## src/tdi_consts.svh

```systemverilog
// Constants for the traction drive input interlock.
// Assumes a 50 MHz system clock; switch inputs read 1 when closed.
`ifndef TDI_CONSTS_SVH
`define TDI_CONSTS_SVH

// Clock and time base
`define TDI_CLK_KHZ 50000
`define TDI_TICK_MS 100
`define TDI_ANTICRUSH_MS 1500
`define TDI_TICK_CNT_W 23

// Data widths and demand levels
`define TDI_ADC_W 10
`define TDI_DEM_W 8
`define TDI_DEMAND_FULL 8'hFF
`define TDI_DEMAND_ZERO 8'h00
`define TDI_SCALE_W 18

// Analogue input set-up codes
`define TDI_ANA_ACC_FB 2'h0
`define TDI_ANA_FB_ACC 2'h1
`define TDI_ANA_WIGWAG 2'h2

// Scaler channel indices
`define TDI_CH_ACC 0
`define TDI_CH_FB 1
`define TDI_CH_WFWD 2
`define TDI_CH_WREV 3
`define TDI_CH_NUM 4

`endif

```

## src/tdi_pkg.sv

```systemverilog
// Types shared by the interlock top, its checks, the partner model and the bench.
// Assumes tdi_consts.svh is on the include path.
`include "tdi_consts.svh"

package tdi_pkg;

  typedef enum logic [1:0] {
    ST_RUN,
    ST_INCH,
    ST_ANTICRUSH
  } tdi_state_type;

  // Operator switches, 1 = closed
  typedef struct packed {
    logic fwd;
    logic rev;
    logic foot;
    logic seat;
    logic in5;
    logic in6;
    logic in7;
    logic key;
  } tdi_sw_type;

  // Programmed configuration
  typedef struct packed {
    logic truck_walk;
    logic pair_inch;
    logic pin7_hbk;
    logic [1:0] ana_setup;
    logic [`TDI_ADC_W-1:0] acc_zero;
    logic [`TDI_ADC_W-1:0] acc_full;
    logic [`TDI_ADC_W-1:0] fb_zero;
    logic [`TDI_ADC_W-1:0] fb_full;
    logic [`TDI_ADC_W-1:0] fwd_thr;
    logic [`TDI_ADC_W-1:0] rev_thr;
    logic [`TDI_DEM_W-1:0] lim1;
    logic [`TDI_DEM_W-1:0] lim2;
    logic [`TDI_DEM_W-1:0] third_speed_limit_option;
    logic [`TDI_DEM_W-1:0] inch_speed;
    logic [`TDI_DEM_W-1:0] inch_time;
  } tdi_cfg_type;

endpackage

```

## src/tdi_scale.sv

```systemverilog
// Linear span scaler: one registered demand from one reading.
// Assumes lo/hi settings are static while in use.
`timescale 1ns/1ps
`default_nettype none
`include "tdi_consts.svh"

module tdi_scale (
  // Clock and reset
  input wire logic i_clk_sys,
  input wire logic i_rst,
  // Span and reading
  input wire logic [`TDI_ADC_W-1:0] i_lo,
  input wire logic [`TDI_ADC_W-1:0] i_hi,
  input wire logic [`TDI_ADC_W-1:0] i_val,
  // Scaled demand
  output logic [`TDI_DEM_W-1:0] o_dem
);

  function automatic logic [`TDI_DEM_W-1:0] frac(input logic [`TDI_ADC_W-1:0] d,
                                                input logic [`TDI_ADC_W-1:0] s);
    logic [`TDI_SCALE_W-1:0] p;
    logic [`TDI_SCALE_W-1:0] q;
    p = `TDI_SCALE_W'(d) * `TDI_SCALE_W'(`TDI_DEMAND_FULL);
    q = p / `TDI_SCALE_W'(s);
    return q[`TDI_DEM_W-1:0];
  endfunction

  ////////////////////////////////////////////////////////////////////////////
  // Either orientation of span; the divide is never by zero on live paths
  // linear scale, clamped
  always_ff @(posedge i_clk_sys)
  begin
    if (i_rst)
      o_dem <= `TDI_DEMAND_ZERO;
    else if (i_hi >= i_lo)
    begin
      if (i_val <= i_lo)
        o_dem <= `TDI_DEMAND_ZERO;
      else if (i_val >= i_hi)
        o_dem <= `TDI_DEMAND_FULL;
      else
        o_dem <= frac(i_val - i_lo, i_hi - i_lo);
    end
    else
    begin
      if (i_val >= i_lo)
        o_dem <= `TDI_DEMAND_ZERO;
      else if (i_val <= i_hi)
        o_dem <= `TDI_DEMAND_FULL;
      else
        o_dem <= frac(i_lo - i_val, i_lo - i_hi);
    end
  end

endmodule // tdi_scale
`default_nettype wire

```

## src/tdi_interlock.sv

```systemverilog
// Vehicle interface decision logic for an AC traction controller.
// Assumes switch and digitised analogue inputs are synchronous to i_clk_sys.
`timescale 1ns/1ps
`default_nettype none
`include "tdi_consts.svh"

module tdi_interlock #(
  parameter int TICK_CYCLES = `TDI_TICK_MS * `TDI_CLK_KHZ
) (
  // Clock and reset
  input wire logic i_clk_sys,
  input wire logic i_rst,
  // Operator switches
  input wire tdi_pkg::tdi_sw_type i_sw,
  // Digitised analogue inputs
  input wire logic [`TDI_ADC_W-1:0] i_ana1,
  input wire logic [`TDI_ADC_W-1:0] i_ana2,
  // Configuration
  input wire tdi_pkg::tdi_cfg_type i_cfg,
  // Drive decision
  output logic o_drive_fwd,
  output logic o_drive_rev,
  output logic [`TDI_DEM_W-1:0] o_drive_demand,
  output logic [`TDI_DEM_W-1:0] o_brake_demand,
  output logic [`TDI_DEM_W-1:0] o_speed_limit,
  // Contactor and status
  output logic o_line_contactor,
  output logic o_throttle_fault,
  output logic o_inching,
  output logic o_anticrush
);

  localparam int ANTICRUSH_TICKS = `TDI_ANTICRUSH_MS / `TDI_TICK_MS;

  function automatic logic [`TDI_DEM_W-1:0] dmin(input logic [`TDI_DEM_W-1:0] a,
                                                input logic [`TDI_DEM_W-1:0] b);
    return (a < b) ? a : b;
  endfunction

  ////////////////////////////////////////////////////////////////////////////
  // Analogue routing and scaling
  logic wigwag;
  logic swapped;
  logic [`TDI_ADC_W-1:0] ch_lo [`TDI_CH_NUM];
  logic [`TDI_ADC_W-1:0] ch_hi [`TDI_CH_NUM];
  logic [`TDI_ADC_W-1:0] ch_val [`TDI_CH_NUM];
  logic [`TDI_DEM_W-1:0] ch_dem [`TDI_CH_NUM];

  assign wigwag = (i_cfg.ana_setup == `TDI_ANA_WIGWAG);
  assign swapped = (i_cfg.ana_setup == `TDI_ANA_FB_ACC);

  assign ch_lo[`TDI_CH_ACC] = i_cfg.acc_zero;
  assign ch_hi[`TDI_CH_ACC] = i_cfg.acc_full;
  assign ch_val[`TDI_CH_ACC] = swapped ? i_ana2 : i_ana1;
  assign ch_lo[`TDI_CH_FB] = i_cfg.fb_zero;
  assign ch_hi[`TDI_CH_FB] = i_cfg.fb_full;
  assign ch_val[`TDI_CH_FB] = swapped ? i_ana1 : i_ana2;
  // throttle halves outside the dead band
  assign ch_lo[`TDI_CH_WFWD] = i_cfg.fwd_thr;
  assign ch_hi[`TDI_CH_WFWD] = i_cfg.acc_full;
  assign ch_val[`TDI_CH_WFWD] = i_ana2;
  assign ch_lo[`TDI_CH_WREV] = i_cfg.rev_thr;
  assign ch_hi[`TDI_CH_WREV] = i_cfg.acc_zero;
  assign ch_val[`TDI_CH_WREV] = i_ana2;

  genvar g;
  generate
    for (g = 0; g < `TDI_CH_NUM; g++)
    begin : g_scale
      tdi_scale u_scale (
        .i_clk_sys(i_clk_sys),
        .i_rst(i_rst),
        .i_lo(ch_lo[g]),
        .i_hi(ch_hi[g]),
        .i_val(ch_val[g]),
        .o_dem(ch_dem[g])
      );
    end
  endgenerate

  ////////////////////////////////////////////////////////////////////////////
  // Combinational decisions
  logic fault;
  logic drive_ok;
  logic [`TDI_DEM_W-1:0] acc_dem;
  logic [`TDI_DEM_W-1:0] brk_dem;
  logic req_fwd;
  logic req_rev;
  logic inch_fwd;
  logic inch_rev;
  logic [`TDI_DEM_W-1:0] limit;

  assign fault = wigwag && ((i_cfg.acc_zero >= i_cfg.acc_full) ||
                            (i_cfg.rev_thr > i_cfg.fwd_thr));

  assign drive_ok = i_sw.key && i_sw.seat && !fault && (i_cfg.truck_walk || i_sw.foot);

  always_comb
  begin
    acc_dem = ch_dem[`TDI_CH_ACC];
    brk_dem = ch_dem[`TDI_CH_FB];
    req_fwd = 1'b0;
    req_rev = 1'b0;
    if (wigwag)
    begin
      brk_dem = `TDI_DEMAND_ZERO;
      if (ch_dem[`TDI_CH_WFWD] != `TDI_DEMAND_ZERO)
      begin
        acc_dem = ch_dem[`TDI_CH_WFWD];
        req_fwd = 1'b1;
      end
      else
      begin
        acc_dem = ch_dem[`TDI_CH_WREV];
        req_rev = (ch_dem[`TDI_CH_WREV] != `TDI_DEMAND_ZERO);
      end
    end
    else
    begin
      req_fwd = i_sw.fwd && !i_sw.rev && (acc_dem != `TDI_DEMAND_ZERO);
      req_rev = i_sw.rev && !i_sw.fwd && (acc_dem != `TDI_DEMAND_ZERO);
    end
  end

  // one inch input at a time
  assign inch_fwd = i_cfg.pair_inch && i_sw.in5 && !i_sw.in6;
  assign inch_rev = i_cfg.pair_inch && i_sw.in6 && !i_sw.in5;

  always_comb
  begin
    limit = `TDI_DEMAND_FULL;
    if (!i_cfg.pair_inch && !i_sw.in5)
      limit = dmin(limit, i_cfg.lim1);
    if (!i_cfg.pair_inch && !i_sw.in6)
      limit = dmin(limit, i_cfg.lim2);
    if (!i_cfg.pin7_hbk && !i_sw.in7)
      limit = dmin(limit, i_cfg.third_speed_limit_option);
    if (i_cfg.pin7_hbk && i_sw.in7)
      limit = dmin(limit, i_cfg.third_speed_limit_option);
  end

  ////////////////////////////////////////////////////////////////////////////
  // Time base: 100 ms tick, restarted on every state entry
  logic [`TDI_TICK_CNT_W-1:0] div_r;
  logic [`TDI_DEM_W-1:0] ticks_r;
  logic tick;
  logic belly_r;
  logic belly_rise;
  logic enter;
  tdi_pkg::tdi_state_type state_r;
  tdi_pkg::tdi_state_type state_nxt;

  assign tick = (div_r == `TDI_TICK_CNT_W'(TICK_CYCLES - 1));
  assign enter = (state_nxt != state_r);

  always_ff @(posedge i_clk_sys)
  begin
    if (i_rst || enter || tick)
      div_r <= '0;
    else
      div_r <= div_r + 1'b1;
  end

  always_ff @(posedge i_clk_sys)
  begin
    if (i_rst || enter)
      ticks_r <= `TDI_DEMAND_ZERO;
    else if (tick && (ticks_r != `TDI_DEMAND_FULL))
      ticks_r <= ticks_r + 1'b1;
  end

  // Edge of the anti-crush switch, so a held switch cannot retrigger
  always_ff @(posedge i_clk_sys)
  begin
    if (i_rst)
      belly_r <= 1'b0;
    else
      belly_r <= i_sw.foot;
  end

  assign belly_rise = i_sw.foot && !belly_r;

  ////////////////////////////////////////////////////////////////////////////
  // Operating state
  logic ac_fwd_r;
  logic ac_dir;
  logic inch_used_r;

  always_comb
  begin
    state_nxt = state_r;
    case (state_r)
      tdi_pkg::ST_RUN:
      begin
        // anti-crush only while travelling in pedestrian mode
        if (drive_ok && i_cfg.truck_walk && belly_rise && (o_drive_fwd || o_drive_rev))
          state_nxt = tdi_pkg::ST_ANTICRUSH;
        else if (drive_ok && (inch_fwd || inch_rev) && !req_fwd && !req_rev && !inch_used_r)
          state_nxt = tdi_pkg::ST_INCH;
      end
      tdi_pkg::ST_INCH:
      begin
        // ends on release or inching time
        if (!drive_ok || !(inch_fwd || inch_rev) || (ticks_r >= i_cfg.inch_time))
          state_nxt = tdi_pkg::ST_RUN;
      end
      tdi_pkg::ST_ANTICRUSH:
      begin
        if (!drive_ok || (ticks_r >= `TDI_DEM_W'(ANTICRUSH_TICKS)))
          state_nxt = tdi_pkg::ST_RUN;
      end
      default:
        state_nxt = tdi_pkg::ST_RUN;
    endcase
  end

  always_ff @(posedge i_clk_sys)
  begin
    if (i_rst)
      state_r <= tdi_pkg::ST_RUN;
    else
      state_r <= state_nxt;
  end

  // held inch input must reopen, else inching time never limits
  always_ff @(posedge i_clk_sys)
  begin
    if (i_rst || !(inch_fwd || inch_rev))
      inch_used_r <= 1'b0;
    else if ((state_r == tdi_pkg::ST_INCH) && (state_nxt == tdi_pkg::ST_RUN))
      inch_used_r <= 1'b1;
  end

  // Reverse of travel latched at trigger
  always_ff @(posedge i_clk_sys)
  begin
    if (i_rst)
      ac_fwd_r <= 1'b0;
    else if ((state_r == tdi_pkg::ST_RUN) && (state_nxt == tdi_pkg::ST_ANTICRUSH))
      ac_fwd_r <= o_drive_rev;
  end

  // Live travel on the trigger cycle; a stale latch must not steer it
  assign ac_dir = (state_r == tdi_pkg::ST_RUN) ? o_drive_rev : ac_fwd_r;

  ////////////////////////////////////////////////////////////////////////////
  // Registered outputs
  always_ff @(posedge i_clk_sys)
  begin
    if (i_rst)
    begin
      o_drive_fwd <= 1'b0;
      o_drive_rev <= 1'b0;
      o_drive_demand <= `TDI_DEMAND_ZERO;
    end
    else if (!drive_ok)
    begin
      o_drive_fwd <= 1'b0;
      o_drive_rev <= 1'b0;
      o_drive_demand <= `TDI_DEMAND_ZERO;
    end
    else
    begin
      case (state_nxt)
        tdi_pkg::ST_ANTICRUSH:
        begin
          o_drive_fwd <= ac_dir;
          o_drive_rev <= ~ac_dir;
          o_drive_demand <= i_cfg.inch_speed;
        end
        tdi_pkg::ST_INCH:
        begin
          o_drive_fwd <= inch_fwd;
          o_drive_rev <= inch_rev;
          o_drive_demand <= i_cfg.inch_speed;
        end
        default:
        begin
          o_drive_fwd <= req_fwd;
          o_drive_rev <= req_rev;
          o_drive_demand <= (req_fwd || req_rev) ? acc_dem : `TDI_DEMAND_ZERO;
        end
      endcase
    end
  end

  always_ff @(posedge i_clk_sys)
  begin
    if (i_rst)
    begin
      o_brake_demand <= `TDI_DEMAND_ZERO;
      o_speed_limit <= `TDI_DEMAND_FULL;
      o_throttle_fault <= 1'b0;
      o_inching <= 1'b0;
      o_anticrush <= 1'b0;
    end
    else
    begin
      o_brake_demand <= brk_dem;
      o_speed_limit <= limit;
      o_throttle_fault <= fault;
      o_inching <= drive_ok && (state_nxt == tdi_pkg::ST_INCH);
      o_anticrush <= drive_ok && (state_nxt == tdi_pkg::ST_ANTICRUSH);
    end
  end

  // Coil released on fault as well, so a bad throttle setup never powers up
  // line contactor, key off releases it
  always_ff @(posedge i_clk_sys)
  begin
    if (i_rst)
      o_line_contactor <= 1'b0;
    else
      o_line_contactor <= i_sw.key && !fault;
  end

endmodule // tdi_interlock
`default_nettype wire

```

## config.mk

```make
export PLATFORM = sky130hd
export DESIGN_NAME = tdi_interlock
export DESIGN_NICKNAME = d
export VERILOG_FILES = /design/src/tdi_pkg.sv /design/src/tdi_scale.sv /design/src/tdi_interlock.sv
export VERILOG_INCLUDE_DIRS = /design/src
export SDC_FILE = /design/constraint.sdc
export NUM_CORES = 2
export LEC_CHECK = 0
export BUFFER_PORTS_ARGS = -buffer_cell sky130_fd_sc_hd__buf_2
export CAP_MARGIN = 10
export CORE_MARGIN = 2
export CORE_UTILIZATION = 50
export CTS_BUF_LIST = sky130_fd_sc_hd__clkbuf_2 sky130_fd_sc_hd__clkbuf_4 sky130_fd_sc_hd__clkbuf_8
export DETAILED_ROUTE_END_ITERATION = 8
export PLACE_DENSITY = 0.64
export SLEW_MARGIN = 20
export SYNTH_ARGS = -nofsm -noshare
export SYNTH_HDL_FRONTEND = slang
export SYNTH_SLANG_ARGS = --single-unit
export TNS_END_PERCENT = 20
```

## constraint.sdc

```tcl
create_clock -name i_clk_sys -period 59.5 [get_ports i_clk_sys]
set_clock_uncertainty 0.2 [all_clocks]
set_input_delay 2.975 -clock i_clk_sys [delete_from_list [all_inputs] [get_ports i_clk_sys]]
set_output_delay 2.975 -clock i_clk_sys [all_outputs]
set_load 0.03 [all_outputs]
```

== Yosys cells after proc, flatten, opt, wreduce, memory -nomap -nowiden ==
Index checks and enable logic that the tools add are counted.
Operators by class
  $add $sub $neg: 18
  multipliers: 8
  divide/modulo/power cells: 8
  magnitude comparators: 28
  eq/ne operators: 9
  shifts and indexed selects: 0
  multiplexer cells: 46
  bitwise gates (word level): 2
  reduce and logical (&&, ||, !) cells: 63
Operators with widths (count)
  two-way mux 8 bit: 32
  subtractor 10 bit: 16
  divider 18 x 10 -> 18 bit: 8
  multiplier 10 x 8 -> 18 bit (second input constant): 8
  >= comparator 10 bit: 13
  <= comparator 10 bit: 8
  logical AND 1 bit: 30
  less-than comparator 8 bit: 3
  nonzero test 8 bit: 3
  adder 23 x 1 -> 23 bit (second input constant): 1
  equality test 23 bit (second input constant): 1
  two-way mux 10 bit: 2
  logical NOT 1 bit: 14
  logical OR 1 bit: 11
  > comparator 10 bit: 1
  adder 8 x 1 -> 8 bit (second input constant): 1
  >= comparator 8 x 4 -> 1 bit (second input constant): 1
  >= comparator 8 bit: 1
  less-than comparator 8 bit (first input constant): 1
  two-way mux 2 bit: 4
  inequality test 8 bit (second input constant): 1
  equality test 2 x 1 -> 1 bit (second input constant): 3
  equality test 2 bit (second input constant): 3
  case mux 2 bit (3 select lines): 1
  6 further kinds: 15
Word-level totals
  register bits: 98
  latch bits: 0
  bits in writable memories: 0
  ROM bits: 0
  logic and storage cells: 201
  memories: 0

== Logic depth before layout (Yosys ltp) ==
  depth after elaboration: 16
  depth in mapped cells: 237

== Cells and area by module ==
A second synthesis with hierarchy kept.
Second synthesis, totals
  cells, all modules: 12118
  area, all modules: 88622.5 µm²
Modules (own cells, without submodules)
  tdi_scale (g_scale[2].u_scale): instances 1, cells an instance 2921, area each 21398.0 µm², seq. area each 160.2 µm²
  tdi_scale (g_scale[3].u_scale): instances 1, cells an instance 2866, area each 20872.5 µm², seq. area each 160.2 µm²
  tdi_scale (g_scale[1].u_scale): instances 1, cells an instance 2871, area each 20866.3 µm², seq. area each 160.2 µm²
  tdi_scale (g_scale[0].u_scale): instances 1, cells an instance 2821, area each 20567.2 µm², seq. area each 160.2 µm²
  tdi_interlock: instances 1, cells an instance 639, area each 4918.5 µm², seq. area each 1321.3 µm²

== Worst setup path after synthesis ==
OpenSTA, ideal clock, no wires.
  kind: input to register
  from: input port i_ana2[0]
  to: register g_scale[3].u_scale.o_dem[0]
  setup time: 132 ps
  data arrival time: 47039 ps
  required time: 59168 ps
  path slack: 12129 ps
  stages on the path: 221
  path through: inv_1 ha_1 inv_1 fa_1 a21o_1 a21oi_1 nor2_1 a211o_1 xor2_1 inv_1 fa_1 fa_1 inv_1 fa_1 inv_1 fa_1 inv_1 ha_1 [... 185 more ...] ha_1 nor2b_1 o21ai_0 nand2b_1 a21oi_1 nor2b_1 o21ai_0 nand2b_1 a21oi_1 nor2b_1 o21ai_0 nand2_1 a211oi_1 nand3_1 a21oi_1 o211ai_1 o41ai_1 a21oi_1
On the way
  cells in the longest elaborated chain, start to end: 6
Ends and longest elaborated chain
  from (decl): RTL line tdi_interlock.sv:17  | input wire logic [`TDI_ADC_W-1:0] i_ana2,
  subtractor 10 bit (on tied branches): RTL line tdi_scale.sv:51, tdi_scale.sv:42
  multiplier 10 x 8 -> 18 bit (no line)
  divider 18 x 10 -> 18 bit: RTL line tdi_scale.sv:24  | q = p / `TDI_SCALE_W'(s);
  two-way mux 8 bit (on tied branches): RTL line tdi_scale.sv:48, tdi_scale.sv:39
  two-way mux 8 bit (on tied branches): RTL line tdi_scale.sv:46, tdi_scale.sv:37
  two-way mux 8 bit *: RTL line tdi_scale.sv:35  | else if (i_hi >= i_lo)
  to (signal assigned): RTL line tdi_scale.sv:34  | o_dem <= `TDI_DEMAND_ZERO;
  to (signal assigned): RTL line tdi_scale.sv:47  | o_dem <= `TDI_DEMAND_ZERO;
  to (signal assigned): RTL line tdi_scale.sv:49  | o_dem <= `TDI_DEMAND_FULL;
  to (decl): RTL line tdi_scale.sv:16  | output logic [`TDI_DEM_W-1:0] o_dem
Every way passes the cells marked *; elsewhere a longest branch is shown, timed or not.
A chain may end at the register's enable or synchronous reset.

== Final worst setup path ==
Ends and elaborated chain as after synthesis.

==> results.json <==
{
  "dp_worst_setup_slack_ps": 4700,
  "endpoint_required_time_on_the_critical_path_ps": 59640,
  "layout-area-overhead-vs-synth_pct": 4.41,
  "avgViaCountPerCell": 6.27,
  "worst_path_fanout_max": 19,
  "dieArea_um2": 177000,
  "grt_max_degree": 37,
  "path_delay_family": "compound AO/OA/AOI/OAI gates",
  "cts_htree_levels": 3,
  "drcViolationCount": 0,
  "crit_path_frequent_cell": "sky130_fd_sc_hd__o21a_1",
  "grt_overflow_total": 0,
  "design.core.area_um2": 172000,
  "drtPass1Iterations": 9,
  "grt_first_pass_wirelength_mm": 445,
  "place_area_um2": 90200,
  "hold_viol": 0,
  "post_cts_hold_buffer_count": 0,
  "vias": 88300,
  "min_path_type": "flop to flop",
  "finalWeightedCongestion": 1.02,
  "cts_post_setup_buffers_inserted": 0,
  "setup-violations-final": 0,
  "fin_tns_setup_ps": 0,
  "netlist_area_um2": 86800,
  "outcome": "finished, final reports clean",
  "cp_data_arrival_time_ps": 55360,
  "via_count_of_the_first_global_routing_pass": 84900,
  "post_synth.cell_area_avg_um2": 7.40,
  "detail_route.iter0.violations": 6456,
  "max_clock_freq_ghz": 0.0181,
  "rsz0062_at_grt": "no",
  "synth-warning-count": 0,
  "synth.yosys.seq_area_share_pct": 2.26,
  "tmin_final_ps": 55220,
  "final_critical_path_setup_slack_ps": 4280,
  "synth.net_count": 13800,
  "detailed_place_hpwl_mm": 234,
  "floorplan.rows": 152,
  "layout.nets": 13800,
  "post_cts_resize_count": 0,
  "edff_count_synth": 0,
  "clk_pin_slew_ps": 150,
  "detail_route.wirelength_mm": 280,
  "cp.buffers_inverters": 18,
  "max_slew.worst_pin.slew_ps": 1090,
  "slowest_stage": "sky130_fd_sc_hd__a221oi_1",
  "number_of_input_and_output_port_buffers_inserted": 164,
  "ctsRootBufferMaster": "sky130_fd_sc_hd__clkbuf_8",
  "critical_path_end_type": "flop",
  "number_of_distinct_library_cell_variants_in_the_gate_level_netlist_after_synthesis": 150,
  "worst_relative_slew_slack_pct": 27.0,
  "floorplan.initialDensity_pct": 50.5,
  "yosys_register_bits": 98,
  "critPathKind": "input port to flop",
  "fin_area_um2": 90600,
  "tritoncts": "yes",
  "ant_nets": 0,
  "tritoncts.num_buffers": 9,
  "dieHeight_um": 421,
  "final_util_pct": 52.7,
  "floorplan.io_pins": 165,
  "clock_path_buffers": 2,
  "die_x_um": 421,
  "all_layer_global_routing_usage_pct": 30.6,
  "worst_path_largest_cell_delay_ps": 860,
  "post_synth_inst_count": 11700,
  "layout_worst_path_cycle_share_pct": 92.8,
  "cp-start-kind": "input port",
  "antenna_violations_before_repair": 40,
  "timing_max_transition_violations_final": 0,
  "share_of_cells_above_drive_strength_1_pct": 7.61,
  "worstSkewPairLatency_ps": 510,
  "routedWlPerCell_um": 19.9,
  "async_flop_share_pct": 0,
  "clock_sinks": 98,
  "count_of_max_cap_constraint_violations": 0,
  "ys_dominant_reg_cell": "sky130_fd_sc_hd__dfxtp_1"
}
-- stage by stage --
stage / cells / hold WS [ps]
2_1_floorplan: 11700 / 206
3_3_place_gp: 14000 / 213
3_5_place_dp: 14000 / 216
4_1_cts: 14100 / 221
5_1_grt: 14100 / 259
6_report: 14100 / 217
-- sequential cells by signal, summed over array words and instances, names as in the netlist, 2 cells and up --
name,flops
div_r,23
g_scale.u_scale.o_dem,32
state_r,2
ticks_r,8
o_speed_limit,8
o_brake_demand,8
o_drive_demand,8
-- placed cells by master (no fill, tap or decap), types with 286 or more instances in the layout --
cell type	n
sky130_fd_sc_hd__ha_1	1654
sky130_fd_sc_hd__nor2_1	1001
sky130_fd_sc_hd__inv_1	960
sky130_fd_sc_hd__nand2_1	826
sky130_fd_sc_hd__a21oi_1	788
sky130_fd_sc_hd__nor3_1	586
sky130_fd_sc_hd__o21ai_0	584
sky130_fd_sc_hd__o21a_1	563
sky130_fd_sc_hd__xnor2_1	401
sky130_fd_sc_hd__a21o_1	303
sky130_fd_sc_hd__xor2_1	287
sky130_fd_sc_hd__mux2_2	286
-- kinds of logic after synthesis --
| kind of cell | Yosys count | synth area share (%) |
|---|---|---|
| adders and majority gates | 1927 | 30.0 |
| buffers and inverters | 1240 | 5.56 |
| xor gates and xnor gates | 708 | 7.19 |
| and+or+nand+nor | 3751 | 21.4 |
| DFF | 98 | 2.26 |
| AOI/OAI and AO/OA | 3610 | 28.6 |
| muxes | 389 | 4.99 |
-- synth_stat cells (207+ instances only) --
cell,n,area [um^2]
sky130_fd_sc_hd__o21ai_0,585,2930
sky130_fd_sc_hd__nor3_1,588,2940
sky130_fd_sc_hd__xor2_1,287,2510
sky130_fd_sc_hd__o21a_1,563,4230
sky130_fd_sc_hd__xnor2_1,417,3650
sky130_fd_sc_hd__fa_1,260,5200
sky130_fd_sc_hd__mux2_2,286,3220
sky130_fd_sc_hd__inv_1,960,3600
sky130_fd_sc_hd__a21oi_1,788,3940
sky130_fd_sc_hd__nand2_1,826,3100
sky130_fd_sc_hd__nand3_1,207,1040
sky130_fd_sc_hd__ha_1,1656,20700
sky130_fd_sc_hd__a21o_1,303,2270
sky130_fd_sc_hd__o31ai_1,257,1930
sky130_fd_sc_hd__nor2_1,1001,3760
-- final timing paths --
| kind | to | cells after the start | slack, ps | start |
|---|---|---|---|---|
| min reg2reg | o_brake_demand[4] | 1 | 220 | g_scale[1].u_scale.o_dem[4] |
| max reg2reg | div_r[18] | 18 | 55520 | ticks_r[0] |
| max | g_scale[3].u_scale.o_dem[0] | 217 | 4280 | i_ana2[0] |
| min | o_brake_demand[4] | 1 | 220 | g_scale[1].u_scale.o_dem[4] |
-- metal layers --
metal / up-vias / wire, um / part of all wire (%) / global-route usage (%)
li1: 43300 / - / - / -
met1: 42000 / 123000 / 44 / 38.8
met2: 2419 / 129000 / 46 / 51.8
met3: 503 / 13200 / 4.7 / 2.43
met4: 0 / 15000 / 5.4 / 15.6
met5: - / 0 / 0 / 0
-- layout make-up --
cell class | count | area [um^2]
Tap cell | 2310 | 2890
Fill cell | 17000 | 81300
Clock buffer | 9 | 124
Sequential cell | 98 | 1960
Multi-Input combinational cell | 10400 | 80200
Antenna cell | 39 | 97.6
Clock inverter | 7 | 100
Timing Repair Buffer | 267 | 1590
Inverter | 975 | 3670
Power is not shown: default switching activity piles up to over one toggle a cycle in this logic, so the estimate is an artifact.
